==> config.mk <==
export PLATFORM = sky130hd
export DESIGN_NAME = csp_clock_prescaler
export DESIGN_NICKNAME = d
export VERILOG_FILES = /design/src/csp_pkg.sv /design/src/csp_clock_prescaler.sv
export SDC_FILE = /design/constraint.sdc
export NUM_CORES = 1
export LEC_CHECK = 0
export ABC_CLOCK_PERIOD_IN_PS = 2400
export BUFFER_PORTS_ARGS = -buffer_cell sky130_fd_sc_hd__buf_4
export CELL_PAD_IN_SITES_DETAIL_PLACEMENT = 2
export CELL_PAD_IN_SITES_GLOBAL_PLACEMENT = 2
export CORE_MARGIN = 2
export CORE_UTILIZATION = 40
export DETAILED_ROUTE_END_ITERATION = 6
export PLACE_DENSITY = 0.88
export SLEW_MARGIN = 20
export SYNTH_ARGS = -nofsm -noshare
export SYNTH_HDL_FRONTEND = slang
export SYNTH_SLANG_ARGS = --single-unit
==> constraint.sdc <==
create_clock -name clk -period 2.4 [get_ports clk]
set_input_delay 0.12 -clock clk [delete_from_list [all_inputs] [get_ports clk]]
set_output_delay 0.12 -clock clk [all_outputs]
set_load 0.005 [all_outputs]
==> src/csp_pkg.sv <==
package csp_pkg;
    // ==========================================================
    // register offsets
    localparam logic [2:0] OFF_CTRL0   = 3'h0;
    localparam logic [2:0] OFF_CTRL1   = 3'h1;
    localparam logic [2:0] OFF_CTRL2   = 3'h2;
    localparam logic [2:0] OFF_TRIM    = 3'h3;
    localparam logic [2:0] OFF_BUSSPEC = 3'h4;
    localparam logic [2:0] OFF_UNLOCK  = 3'h5;
    localparam logic [2:0] OFF_STATUS  = 3'h6;

    // ==========================================================
    // values after reset
    localparam logic [7:0] RST_CTRL0   = 8'h00;
    localparam logic [7:0] RST_CTRL1   = 8'h00;
    localparam logic [7:0] RST_CTRL2   = 8'h03;
    localparam logic [6:0] RST_TRIM    = 7'h00;
    // per divider channel, 4 bits each: fast, mid, converter, timer, display
    localparam logic [19:0] RST_SHIFTS = {4'h1, 4'h0, 4'h2, 4'h1, 4'h0};

    // ==========================================================
    // field positions
    localparam int ROOT_SEL_LSB  = 6;
    localparam int FAST_DIV_LSB  = 4;
    localparam int MID_DIV_LSB   = 1;
    localparam int CPU_SEL_BIT   = 0;
    localparam int LP_SEL_BIT    = 6;
    localparam int CONV_DIV_LSB  = 4;
    localparam int TMR_DIV_LSB   = 2;
    localparam int TMR_SRC_BIT   = 1;
    localparam int DISP_SRC_BIT  = 0;
    localparam int DISP_DIV_LSB  = 6;
    localparam int XT_EN_BIT     = 5;
    localparam int XT_RANGE_LSB  = 3;
    localparam int RC_FREQ_LSB   = 1;
    localparam int RC_EN_BIT     = 0;
    localparam int BUS_SEL_BIT   = 7;
    localparam int UNLOCK_BIT    = 0;

    // ==========================================================
    // variant options and fixed divider shifts
    localparam logic       HAS_CONV_DIV2 = 1'b1;
    localparam logic       HAS_BUS_SEL   = 1'b1;
    localparam logic [1:0] RC_FREQ_RSVD  = 2'h0;
    localparam logic [3:0] CONV_SH_DIV2  = 4'h1;
    localparam logic [3:0] CONV_SH_DIV16 = 4'h4;
    localparam int         NUM_SEL       = 6;
    localparam int         NUM_DIV       = 5;
    localparam int         NUM_OSC       = 3;
endpackage

==> src/csp_clock_prescaler.sv <==
// Summary of operation
// - root clock source: 00 fast RC, 01 slow RC, 10/11 crystal.
// - divided fast clock is root divided by 1, 2, 4 or 8.
// - mid-speed clock is divided fast clock over 2 through 256.
// - processor runs from root when select bit 0, divided fast when 1.
// - low-power peripheral clock from slow RC when 0, crystal when 1.
// - converter clock is divided fast over 4, 8, 16, or 2 on some variants.
// - timer prescaled clock is timer source over 1, 2, 4 or 8.
// - timer source is root when 0, low-power peripheral clock when 1.
// - display source is low-power clock when 0, slow RC when 1.
// - display clock is source over 2 to 16; field doubles as LED duty.
// - crystal oscillator runs only while its enable bit is one.
// - crystal range field drives the oscillator range selection.
// - fast RC frequency code 01 slow, 10/11 fast, 00 reserved.
// - fast RC oscillator runs only while its enable bit is one.
// - seven-bit trim, 1000000 is centre, 0000000 maximum, 1111111 minimum.
// - trim and bus-clock registers take writes only while unlocked.
// - bus clock from processor clock when 0, crystal when 1.
// - special registers cleared only by brown-out or pin reset.
//
// The plain strobed port and the register addresses were decided locally.
`timescale 1ns/100ps
`default_nettype none
module csp_clock_prescaler (
    input  wire logic       clk,
    input  wire logic       rst_n,
    input  wire logic       fast_rc_in,
    input  wire logic       slow_rc_in,
    input  wire logic       crystal_in,
    input  wire logic [2:0] reg_addr,
    input  wire logic [7:0] reg_wdata,
    input  wire logic       reg_wr,
    input  wire logic       reg_rd,
    output logic      [7:0] reg_rdata,
    output logic            fast_root_clock_tick,
    output logic            divided_fast_clock_tick,
    output logic            processor_clock_tick,
    output logic            mid_speed_clock_tick,
    output logic            converter_clock_tick,
    output logic            lowpower_peripheral_clock_tick,
    output logic            timer_prescaled_clock_tick,
    output logic            display_prescaled_clock_tick,
    output logic            bus_clock_tick,
    output logic            crystal_enable,
    output logic      [1:0] crystal_range_select,
    output logic            fast_rc_enable,
    output logic      [1:0] fast_rc_freq_select,
    output logic      [6:0] fast_rc_trim,
    output logic      [1:0] display_divider_select
);
    // ==========================================================
    // register file
    logic [7:0] ctrl0_q;
    logic [7:0] ctrl1_q;
    logic [7:0] ctrl2_q;
    logic [6:0] trim_q;
    logic       bus_sel_q;
    logic       unlock_q;
    logic [7:0] rdata_q;
    logic [7:0] rd_mux;
    logic [7:0] ctrl2_d;
    logic [5:0] pending;

    wire wr_ctrl0   = reg_wr && (reg_addr == csp_pkg::OFF_CTRL0);
    wire wr_ctrl1   = reg_wr && (reg_addr == csp_pkg::OFF_CTRL1);
    wire wr_ctrl2   = reg_wr && (reg_addr == csp_pkg::OFF_CTRL2);
    wire wr_trim    = reg_wr && (reg_addr == csp_pkg::OFF_TRIM);
    wire wr_busspec = reg_wr && (reg_addr == csp_pkg::OFF_BUSSPEC);
    wire wr_unlock  = reg_wr && (reg_addr == csp_pkg::OFF_UNLOCK);
    wire [1:0] new_freq = reg_wdata[csp_pkg::RC_FREQ_LSB +: 2];
    // reserved frequency code is refused, keeping the oscillator in a valid band
    wire freq_ok = (new_freq != csp_pkg::RC_FREQ_RSVD);

    always_comb begin
        ctrl2_d = reg_wdata;
        if (!freq_ok) begin
            ctrl2_d[csp_pkg::RC_FREQ_LSB +: 2] = ctrl2_q[csp_pkg::RC_FREQ_LSB +: 2];
        end
    end

    // rst_n is the brown-out / pin reset; no other reset touches these
    always_ff @(posedge clk or negedge rst_n) begin
        if (!rst_n) begin
            ctrl0_q   <= csp_pkg::RST_CTRL0;
            ctrl1_q   <= csp_pkg::RST_CTRL1;
            ctrl2_q   <= csp_pkg::RST_CTRL2;
            trim_q    <= csp_pkg::RST_TRIM;
            bus_sel_q <= 1'b0;
            unlock_q  <= 1'b0;
        end else begin
            if (wr_ctrl0) begin
                ctrl0_q <= reg_wdata;
            end
            if (wr_ctrl1) begin
                ctrl1_q <= reg_wdata;
            end
            if (wr_ctrl2) begin
                ctrl2_q <= ctrl2_d;
            end
            if (wr_trim && unlock_q) begin
                trim_q <= reg_wdata[6:0];
            end
            if (wr_busspec && unlock_q) begin
                bus_sel_q <= reg_wdata[csp_pkg::BUS_SEL_BIT];
            end
            if (wr_unlock) begin
                unlock_q <= reg_wdata[csp_pkg::UNLOCK_BIT];
            end
        end
    end

    always_comb begin
        rd_mux = 8'h00;
        if (reg_addr == csp_pkg::OFF_CTRL0) begin
            rd_mux = ctrl0_q;
        end else if (reg_addr == csp_pkg::OFF_CTRL1) begin
            rd_mux = ctrl1_q;
        end else if (reg_addr == csp_pkg::OFF_CTRL2) begin
            rd_mux = ctrl2_q;
        end else if (reg_addr == csp_pkg::OFF_TRIM) begin
            rd_mux = {1'b0, trim_q};
        end else if (reg_addr == csp_pkg::OFF_BUSSPEC) begin
            rd_mux = {bus_sel_q, 7'h00};
        end else if (reg_addr == csp_pkg::OFF_UNLOCK) begin
            rd_mux = {7'h00, unlock_q};
        end else if (reg_addr == csp_pkg::OFF_STATUS) begin
            rd_mux = {2'h0, pending};
        end
    end

    always_ff @(posedge clk or negedge rst_n) begin
        if (!rst_n) begin
            rdata_q <= 8'h00;
        end else begin
            rdata_q <= reg_rd ? rd_mux : 8'h00;
        end
    end

    // ==========================================================
    // oscillator edge detection
    logic [2:0] osc_in;
    logic [2:0] osc_en;
    logic [2:0] s1_q;
    logic [2:0] s2_q;
    logic [2:0] s3_q;
    logic [2:0] lvl_q;
    logic [2:0] osc_tick_q;

    assign osc_in = {crystal_in, slow_rc_in, fast_rc_in};
    // a stopped oscillator yields no edges even if its pin toggles
    assign osc_en = {ctrl2_q[csp_pkg::XT_EN_BIT], 1'b1, ctrl2_q[csp_pkg::RC_EN_BIT]};

    for (genvar g = 0; g < csp_pkg::NUM_OSC; g++) begin : g_osc
        always_ff @(posedge clk or negedge rst_n) begin
            if (!rst_n) begin
                s1_q[g]       <= 1'b0;
                s2_q[g]       <= 1'b0;
                s3_q[g]       <= 1'b0;
                lvl_q[g]      <= 1'b0;
                osc_tick_q[g] <= 1'b0;
            end else begin
                s1_q[g] <= osc_in[g];
                s2_q[g] <= s1_q[g];
                s3_q[g] <= s2_q[g];
                if (s2_q[g] == s3_q[g]) begin
                    lvl_q[g] <= s3_q[g];
                end
                osc_tick_q[g] <= (s2_q[g] == s3_q[g]) && s3_q[g] && !lvl_q[g]
                                 && osc_en[g];
            end
        end
    end

    wire fast_rc_tk = osc_tick_q[0];
    wire slow_rc_tk = osc_tick_q[1];
    wire xt_tk      = osc_tick_q[2];

    // ==========================================================
    // glitch-free source selectors
    // 0 root, 1 low-power, 2 timer source, 3 display source, 4 processor, 5 bus
    logic [3:0] sel_src [csp_pkg::NUM_SEL];
    logic [1:0] sel_req [csp_pkg::NUM_SEL];
    logic [1:0] sel_q   [csp_pkg::NUM_SEL];
    logic [5:0] skip_q;
    logic [5:0] sel_out_q;
    logic [4:0] tick_q;

    assign sel_src[0] = {xt_tk, xt_tk, slow_rc_tk, fast_rc_tk};
    assign sel_req[0] = ctrl0_q[csp_pkg::ROOT_SEL_LSB +: 2];
    assign sel_src[1] = {2'h0, xt_tk, slow_rc_tk};
    assign sel_req[1] = {1'b0, ctrl1_q[csp_pkg::LP_SEL_BIT]};
    assign sel_src[2] = {2'h0, sel_out_q[1], sel_out_q[0]};
    assign sel_req[2] = {1'b0, ctrl1_q[csp_pkg::TMR_SRC_BIT]};
    assign sel_src[3] = {2'h0, slow_rc_tk, sel_out_q[1]};
    assign sel_req[3] = {1'b0, ctrl1_q[csp_pkg::DISP_SRC_BIT]};
    assign sel_src[4] = {2'h0, tick_q[0], sel_out_q[0]};
    assign sel_req[4] = {1'b0, ctrl0_q[csp_pkg::CPU_SEL_BIT]};
    assign sel_src[5] = {2'h0, xt_tk, sel_out_q[4]};
    assign sel_req[5] = {1'b0, bus_sel_q & csp_pkg::HAS_BUS_SEL};

    // switch happens on an old-source tick and the first new-source tick is
    // swallowed; limitation: the old source must keep running until done
    for (genvar s = 0; s < csp_pkg::NUM_SEL; s++) begin : g_sel
        wire cur = sel_src[s][sel_q[s]];
        assign pending[s] = (sel_q[s] != sel_req[s]);
        always_ff @(posedge clk or negedge rst_n) begin
            if (!rst_n) begin
                sel_q[s]     <= 2'h0;
                skip_q[s]    <= 1'b0;
                sel_out_q[s] <= 1'b0;
            end else begin
                if (cur && pending[s]) begin
                    sel_q[s]  <= sel_req[s];
                    skip_q[s] <= 1'b1;
                end else if (cur && skip_q[s]) begin
                    skip_q[s] <= 1'b0;
                end
                sel_out_q[s] <= cur && !skip_q[s];
            end
        end
    end

    // ==========================================================
    // power-of-two dividers: 0 fast, 1 mid, 2 converter, 3 timer, 4 display
    logic [3:0] div_req [csp_pkg::NUM_DIV];
    logic [3:0] sh_q    [csp_pkg::NUM_DIV];
    logic [7:0] cnt_q   [csp_pkg::NUM_DIV];
    logic [4:0] div_src;
    logic [1:0] conv_code;
    logic [3:0] conv_sh;

    function automatic logic [7:0] shift_mask(input logic [3:0] sh);
        logic [7:0] m;
        m = 8'h00;
        for (int k = 0; k < 8; k++) begin
            if (k < int'(sh)) begin
                m[k] = 1'b1;
            end
        end
        return m;
    endfunction

    assign conv_code = ctrl1_q[csp_pkg::CONV_DIV_LSB +: 2];
    assign conv_sh   = (conv_code != 2'h3) ? {2'h0, conv_code} + 4'h2 :
                       (csp_pkg::HAS_CONV_DIV2 ? csp_pkg::CONV_SH_DIV2 :
                        csp_pkg::CONV_SH_DIV16);

    assign div_req[0] = {2'h0, ctrl0_q[csp_pkg::FAST_DIV_LSB +: 2]};
    assign div_req[1] = {1'b0, ctrl0_q[csp_pkg::MID_DIV_LSB +: 3]} + 4'h1;
    assign div_req[2] = conv_sh;
    assign div_req[3] = {2'h0, ctrl1_q[csp_pkg::TMR_DIV_LSB +: 2]};
    assign div_req[4] = {2'h0, ctrl2_q[csp_pkg::DISP_DIV_LSB +: 2]} + 4'h1;
    assign div_src    = {sel_out_q[3], sel_out_q[2], tick_q[0], tick_q[0], sel_out_q[0]};

    // a new ratio is taken only at the end of a full old period
    for (genvar d = 0; d < csp_pkg::NUM_DIV; d++) begin : g_div
        wire wrap = (cnt_q[d] == shift_mask(sh_q[d]));
        always_ff @(posedge clk or negedge rst_n) begin
            if (!rst_n) begin
                sh_q[d]   <= csp_pkg::RST_SHIFTS[d*4 +: 4];
                cnt_q[d]  <= 8'h00;
                tick_q[d] <= 1'b0;
            end else begin
                tick_q[d] <= div_src[d] && wrap;
                if (div_src[d] && wrap) begin
                    cnt_q[d] <= 8'h00;
                    sh_q[d]  <= div_req[d];
                end else if (div_src[d]) begin
                    cnt_q[d] <= cnt_q[d] + 8'h01;
                end
            end
        end
    end

    // ==========================================================
    // outputs
    assign reg_rdata                      = rdata_q;
    assign fast_root_clock_tick           = sel_out_q[0];
    assign divided_fast_clock_tick        = tick_q[0];
    assign processor_clock_tick           = sel_out_q[4];
    assign mid_speed_clock_tick           = tick_q[1];
    assign converter_clock_tick           = tick_q[2];
    assign lowpower_peripheral_clock_tick = sel_out_q[1];
    assign timer_prescaled_clock_tick     = tick_q[3];
    assign display_prescaled_clock_tick   = tick_q[4];
    assign bus_clock_tick                 = sel_out_q[5];
    assign crystal_enable                 = ctrl2_q[csp_pkg::XT_EN_BIT];
    assign crystal_range_select           = ctrl2_q[csp_pkg::XT_RANGE_LSB +: 2];
    assign fast_rc_enable                 = ctrl2_q[csp_pkg::RC_EN_BIT];
    assign fast_rc_freq_select            = ctrl2_q[csp_pkg::RC_FREQ_LSB +: 2];
    assign fast_rc_trim                   = trim_q;
    assign display_divider_select         = ctrl2_q[csp_pkg::DISP_DIV_LSB +: 2];
endmodule
`default_nettype wire

==> report_table.html <==
<table>
<tr><th>Metric</th><th>Value</th></tr>
<tr><th colspan="2">Outcome</th></tr>
<tr><td>Status</td><td>completed</td></tr>
<tr><th colspan="2">Drt</th></tr>
<tr><td>Vias per cell</td><td>5.630</td></tr>
<tr><td>Wire per inst</td><td>23.89 µm</td></tr>
<tr><td>DRC marker count from the first detailed-route iteration</td><td>234</td></tr>
<tr><td>Number of detailed-route iterations in the first pass</td><td>4</td></tr>
<tr><td>DRC violation count after routing</td><td>0</td></tr>
<tr><td>Total number of vias</td><td>4802</td></tr>
<tr><td>Drt total wl</td><td>20380 µm</td></tr>
<tr><td>ANT nets after route</td><td>0</td></tr>
<tr><th colspan="2">STA</th></tr>
<tr><td>Sum of negative setup slack</td><td>0 ps</td></tr>
<tr><td>Share of the clock period used by the worst path</td><td>0.9487</td></tr>
<tr><td>Clock tree skew after final layout</td><td>5.984 ps</td></tr>
<tr><td>Number of endpoints failing setup at the final stage</td><td>0</td></tr>
<tr><td>Number of pins exceeding their max-slew limit in the final report</td><td>0</td></tr>
<tr><td>Top achievable clock speed</td><td>439.2 MHz</td></tr>
<tr><td>Final Hold Fails</td><td>0</td></tr>
<tr><td>Final critical delay including setup and external delays</td><td>2277 ps</td></tr>
<tr><td>Worst slew margin</td><td>0.5487</td></tr>
<tr><td>Setup repair after global routing missed its margin</td><td>no</td></tr>
<tr><td>Tightest Pin Transition</td><td>674.5 ps</td></tr>
<tr><th colspan="2">Setup path</th></tr>
<tr><td>Type of the worst setup path</td><td>reg -&gt; reg</td></tr>
<tr><td>RR Startpoint</td><td>div_src[3]</td></tr>
<tr><td>CP max FO</td><td>8</td></tr>
<tr><td>Worst Setup SP</td><td>div_src[3]</td></tr>
<tr><td>Arrival time worst endpoint</td><td>2590 ps</td></tr>
<tr><td>Worst r2r dst</td><td>sh_q[4]</td></tr>
<tr><td>Endpoint required time on the critical path</td><td>2710 ps</td></tr>
<tr><td>Setup crit end kind</td><td>flip-flop</td></tr>
<tr><td>Type of origin of the critical path</td><td>flip-flop</td></tr>
<tr><td>Worst setup path endpoint</td><td>sh_q[4]</td></tr>
<tr><td>Setup slack of the worst register-to-register path</td><td>120 ps</td></tr>
<tr><td>Depth of the worst register-to-register path</td><td>4</td></tr>
<tr><th colspan="2">Floorplan</th></tr>
<tr><td>Chip Width</td><td>129.7 µm</td></tr>
<tr><td>Die outline area</td><td>16830 µm²</td></tr>
<tr><td>Number of core rows</td><td>45</td></tr>
<tr><td>Starting utilization of the core area</td><td>0.4129</td></tr>
<tr><td>I/O pins</td><td>50</td></tr>
<tr><td>Floorplan core area</td><td>15310 µm²</td></tr>
<tr><td>Chip height</td><td>129.7 µm</td></tr>
<tr><th colspan="2">Pwr</th></tr>
<tr><td>Power per Cell Area</td><td>1030 nW/µm²</td></tr>
<tr><td>Cell leakage power</td><td>0.003433 µW</td></tr>
<tr><td>VDD IR-drop max</td><td>0.4748 mV</td></tr>
<tr><th colspan="2">Final layout</th></tr>
<tr><td>Ant. Diodes</td><td>0</td></tr>
<tr><td>Commonest non-fill, non-tap cell in the layout</td><td>dfrtp_1</td></tr>
<tr><td>Fraction of final layout cells sized beyond drive strength 1</td><td>0.2430</td></tr>
<tr><td>Net count, final</td><td>657</td></tr>
<tr><td>Area used by multi-input combinational logic</td><td>2773 µm²</td></tr>
<tr><td>Area added between synthesis and finish</td><td>20.22%</td></tr>
<tr><td>Final std cell area, no fill</td><td>7602 µm²</td></tr>
<tr><td>Commonest cells after routing, fill and taps aside</td><td>129 x dfrtp_1, 59 x buf_4, 50 x nor2_1, 46 x mux2_2, 40 x nand2_1</td></tr>
<tr><td>Core utilization of the finished layout</td><td>0.4964</td></tr>
<tr><td>Fill cell instance count of the final layout</td><td>1517</td></tr>
<tr><td>Reg area</td><td>3359 µm²</td></tr>
<tr><th colspan="2">Flow run</th></tr>
<tr><td>Number of max-capacitance violations reported</td><td>0</td></tr>
<tr><th colspan="2">CTS</th></tr>
<tr><td>Clock tree from TritonCTS</td><td>done</td></tr>
<tr><td>Clock Tree Buf Depth</td><td>2</td></tr>
<tr><td>H-Tree Depth</td><td>4</td></tr>
<tr><td>Clk slew on worst S/H paths</td><td>60 ps</td></tr>
<tr><td>Clock tree root driver cell</td><td>clkbuf_16</td></tr>
<tr><td>Sinks on the clock net</td><td>134</td></tr>
<tr><td>Total CTS buffers</td><td>17</td></tr>
<tr><td>Later-pin clock latency in the skew report</td><td>430 ps</td></tr>
<tr><th colspan="2">Global routing</th></tr>
<tr><td>Global routing usage summed across all routing layers</td><td>0.2641</td></tr>
<tr><td>Wire length of the first global-routing pass</td><td>33010 µm</td></tr>
<tr><td>Antenna violations before repair</td><td>0</td></tr>
<tr><td>Total overflow reported by the global router</td><td>0</td></tr>
<tr><td>Largest net degree at the start of global routing</td><td>59</td></tr>
<tr><td>Vias in the first global route</td><td>5628</td></tr>
<tr><th colspan="2">Placed design</th></tr>
<tr><td>Buffers on Ports</td><td>49</td></tr>
<tr><td>Final Wtd Congestion</td><td>0.8109</td></tr>
<tr><td>Standard cell area after detailed placement</td><td>6927 µm²</td></tr>
<tr><td>Detailed placement HPWL</td><td>12780 µm</td></tr>
<tr><th colspan="2">Logic synthesis</th></tr>
<tr><td>Synth Area per Inst</td><td>11.23 µm²</td></tr>
<tr><td>Most instantiated flip-flop cell in the synthesis netlist</td><td>dfrtp_1</td></tr>
<tr><td>Count of yosys warnings during synthesis</td><td>0</td></tr>
<tr><td>Synthesis-stage register bit count</td><td>134</td></tr>
<tr><td>Post-synthesis cell area</td><td>6324 µm²</td></tr>
<tr><td>EDFF count, synth</td><td>0</td></tr>
<tr><td>Distinct cells, synth</td><td>59</td></tr>
<tr><td>Sequential-to-total area share from yosys stat</td><td>0.5313</td></tr>
<tr><td>Synthesized instance count</td><td>563</td></tr>
<tr><td>Post-synthesis net count</td><td>591</td></tr>
<tr><td>Share of synthesized registers carrying an async set or reset</td><td>1.000</td></tr>
<tr><th colspan="2">Min path</th></tr>
<tr><td>Worst Hold Class</td><td>in -&gt; reg</td></tr>
</table>
critical path, stage by stage, from the launching register on:
cell and delay (ps):
dfrtp_1 470, or4b_1 470, a2111oi_1 380, o221a_1 500, mux2_4 340
worst min path at each step:
stage,end,cells after the start,slack [ps],start
floorplan,bus_clock_tick,0,-180,rst_n
global placement,cnt_q[2],1,130,rst_n
detailed placement,cnt_q[4],1,130,rst_n
CTS,reg_rdata[4],2,10,reg_rd
global route,reg_rdata[4],2,30,reg_rd
finish,reg_rdata[4],2,30,reg_rd
synth_stat cells, drive strengths merged, types with 5 or more instances:
master / count / area share
mux2i: 13 / 0.021
inv: 15 / 0.0089
nand2: 40 / 0.024
xnor2: 18 / 0.025
nand4: 15 / 0.015
a21oi: 12 / 0.0095
o21ai: 20 / 0.016
nor3: 6 / 0.0055
mux2: 51 / 0.093
nor2b: 13 / 0.013
nor2: 51 / 0.031
clkbuf: 15 / 0.0091
buf: 11 / 0.012
ha: 10 / 0.020
xor2: 25 / 0.035
dfstp: 5 / 0.021
a211oi: 10 / 0.012
and3: 13 / 0.013
o22ai: 5 / 0.0049
a22o: 6 / 0.0083
dfrtp: 129 / 0.51
nand2b: 17 / 0.017
nand3: 15 / 0.012
metrics by stage:
stage               setup WS, ps  std cells  hold WS, ps  power, µW
floorplan                  401.8        563       -175.6       4463
global placement           326.3        809        131.4       4961
detailed placement         192.5        809        134.0       5226
CTS                        91.05        853        10.70       7877
global route               44.39        853        29.60       8235
finish                     123.1        853        29.53       7832
state kept, by name (all words and copies together) (netlist names), 2 cells and up:
name / flops
cnt_q: 40
sh_q: 14
ctrl0_q: 8
ctrl1_q: 8
ctrl2_q: 8
reg_rdata: 8
fast_rc_trim: 7
sel_q: 7
skip_q: 6
lvl_q: 3
s1_q: 3
s2_q: 3
s3_q: 3
div_src: 2
where the power goes:
part           total, µW  internal [µW]  switching, µW
registers           3540           2770            769
logic               1810            928            879
clock network       2490           1500            987
total               7830           5200           2640
logic make-up (layout without fill, tap and decap cells):
kind of cell	after synthesis	in the layout	synth area share
AOI/OAI and AO/OA	82	82	0.08904
xor gates and xnor gates	43	43	0.05956
adders and majority gates	10	10	0.01979
buffers and inverters	41	120	0.03027
DFF	134	134	0.5313
muxes	65	65	0.1173
and+or+nand+nor	188	188	0.1527
metal layers:
layer | track usage | wire length, µm | vias up
met2 | 0.4706 | 10850 | 124
li1 | - | - | 2112
met3 | 0.04592 | 713 | 55
met4 | 0.1252 | 744 | 0
met5 | 0 | 0 | -
met1 | 0.3100 | 8071 | 2511
final cells by class:
class	instances	share of cell area
Sequential cell	134	0.4419
Multi-Input combinational cell	388	0.3647
Timing Repair Buffer	73	0.07818
Clock buffer	24	0.06336
Tap cell	211	0.03473
Clock inverter	8	0.009710
Inverter	15	0.007406
repair_timing:
item                                   in CTS  in global routing
setup endpoints to repair                   0                  3
buffers inserted                            0                  0
endpoints found under the hold margin      90                  0
hold buffers                               12                  0
resized for setup                           0                  1
Power figures use the tool's default switching activity.
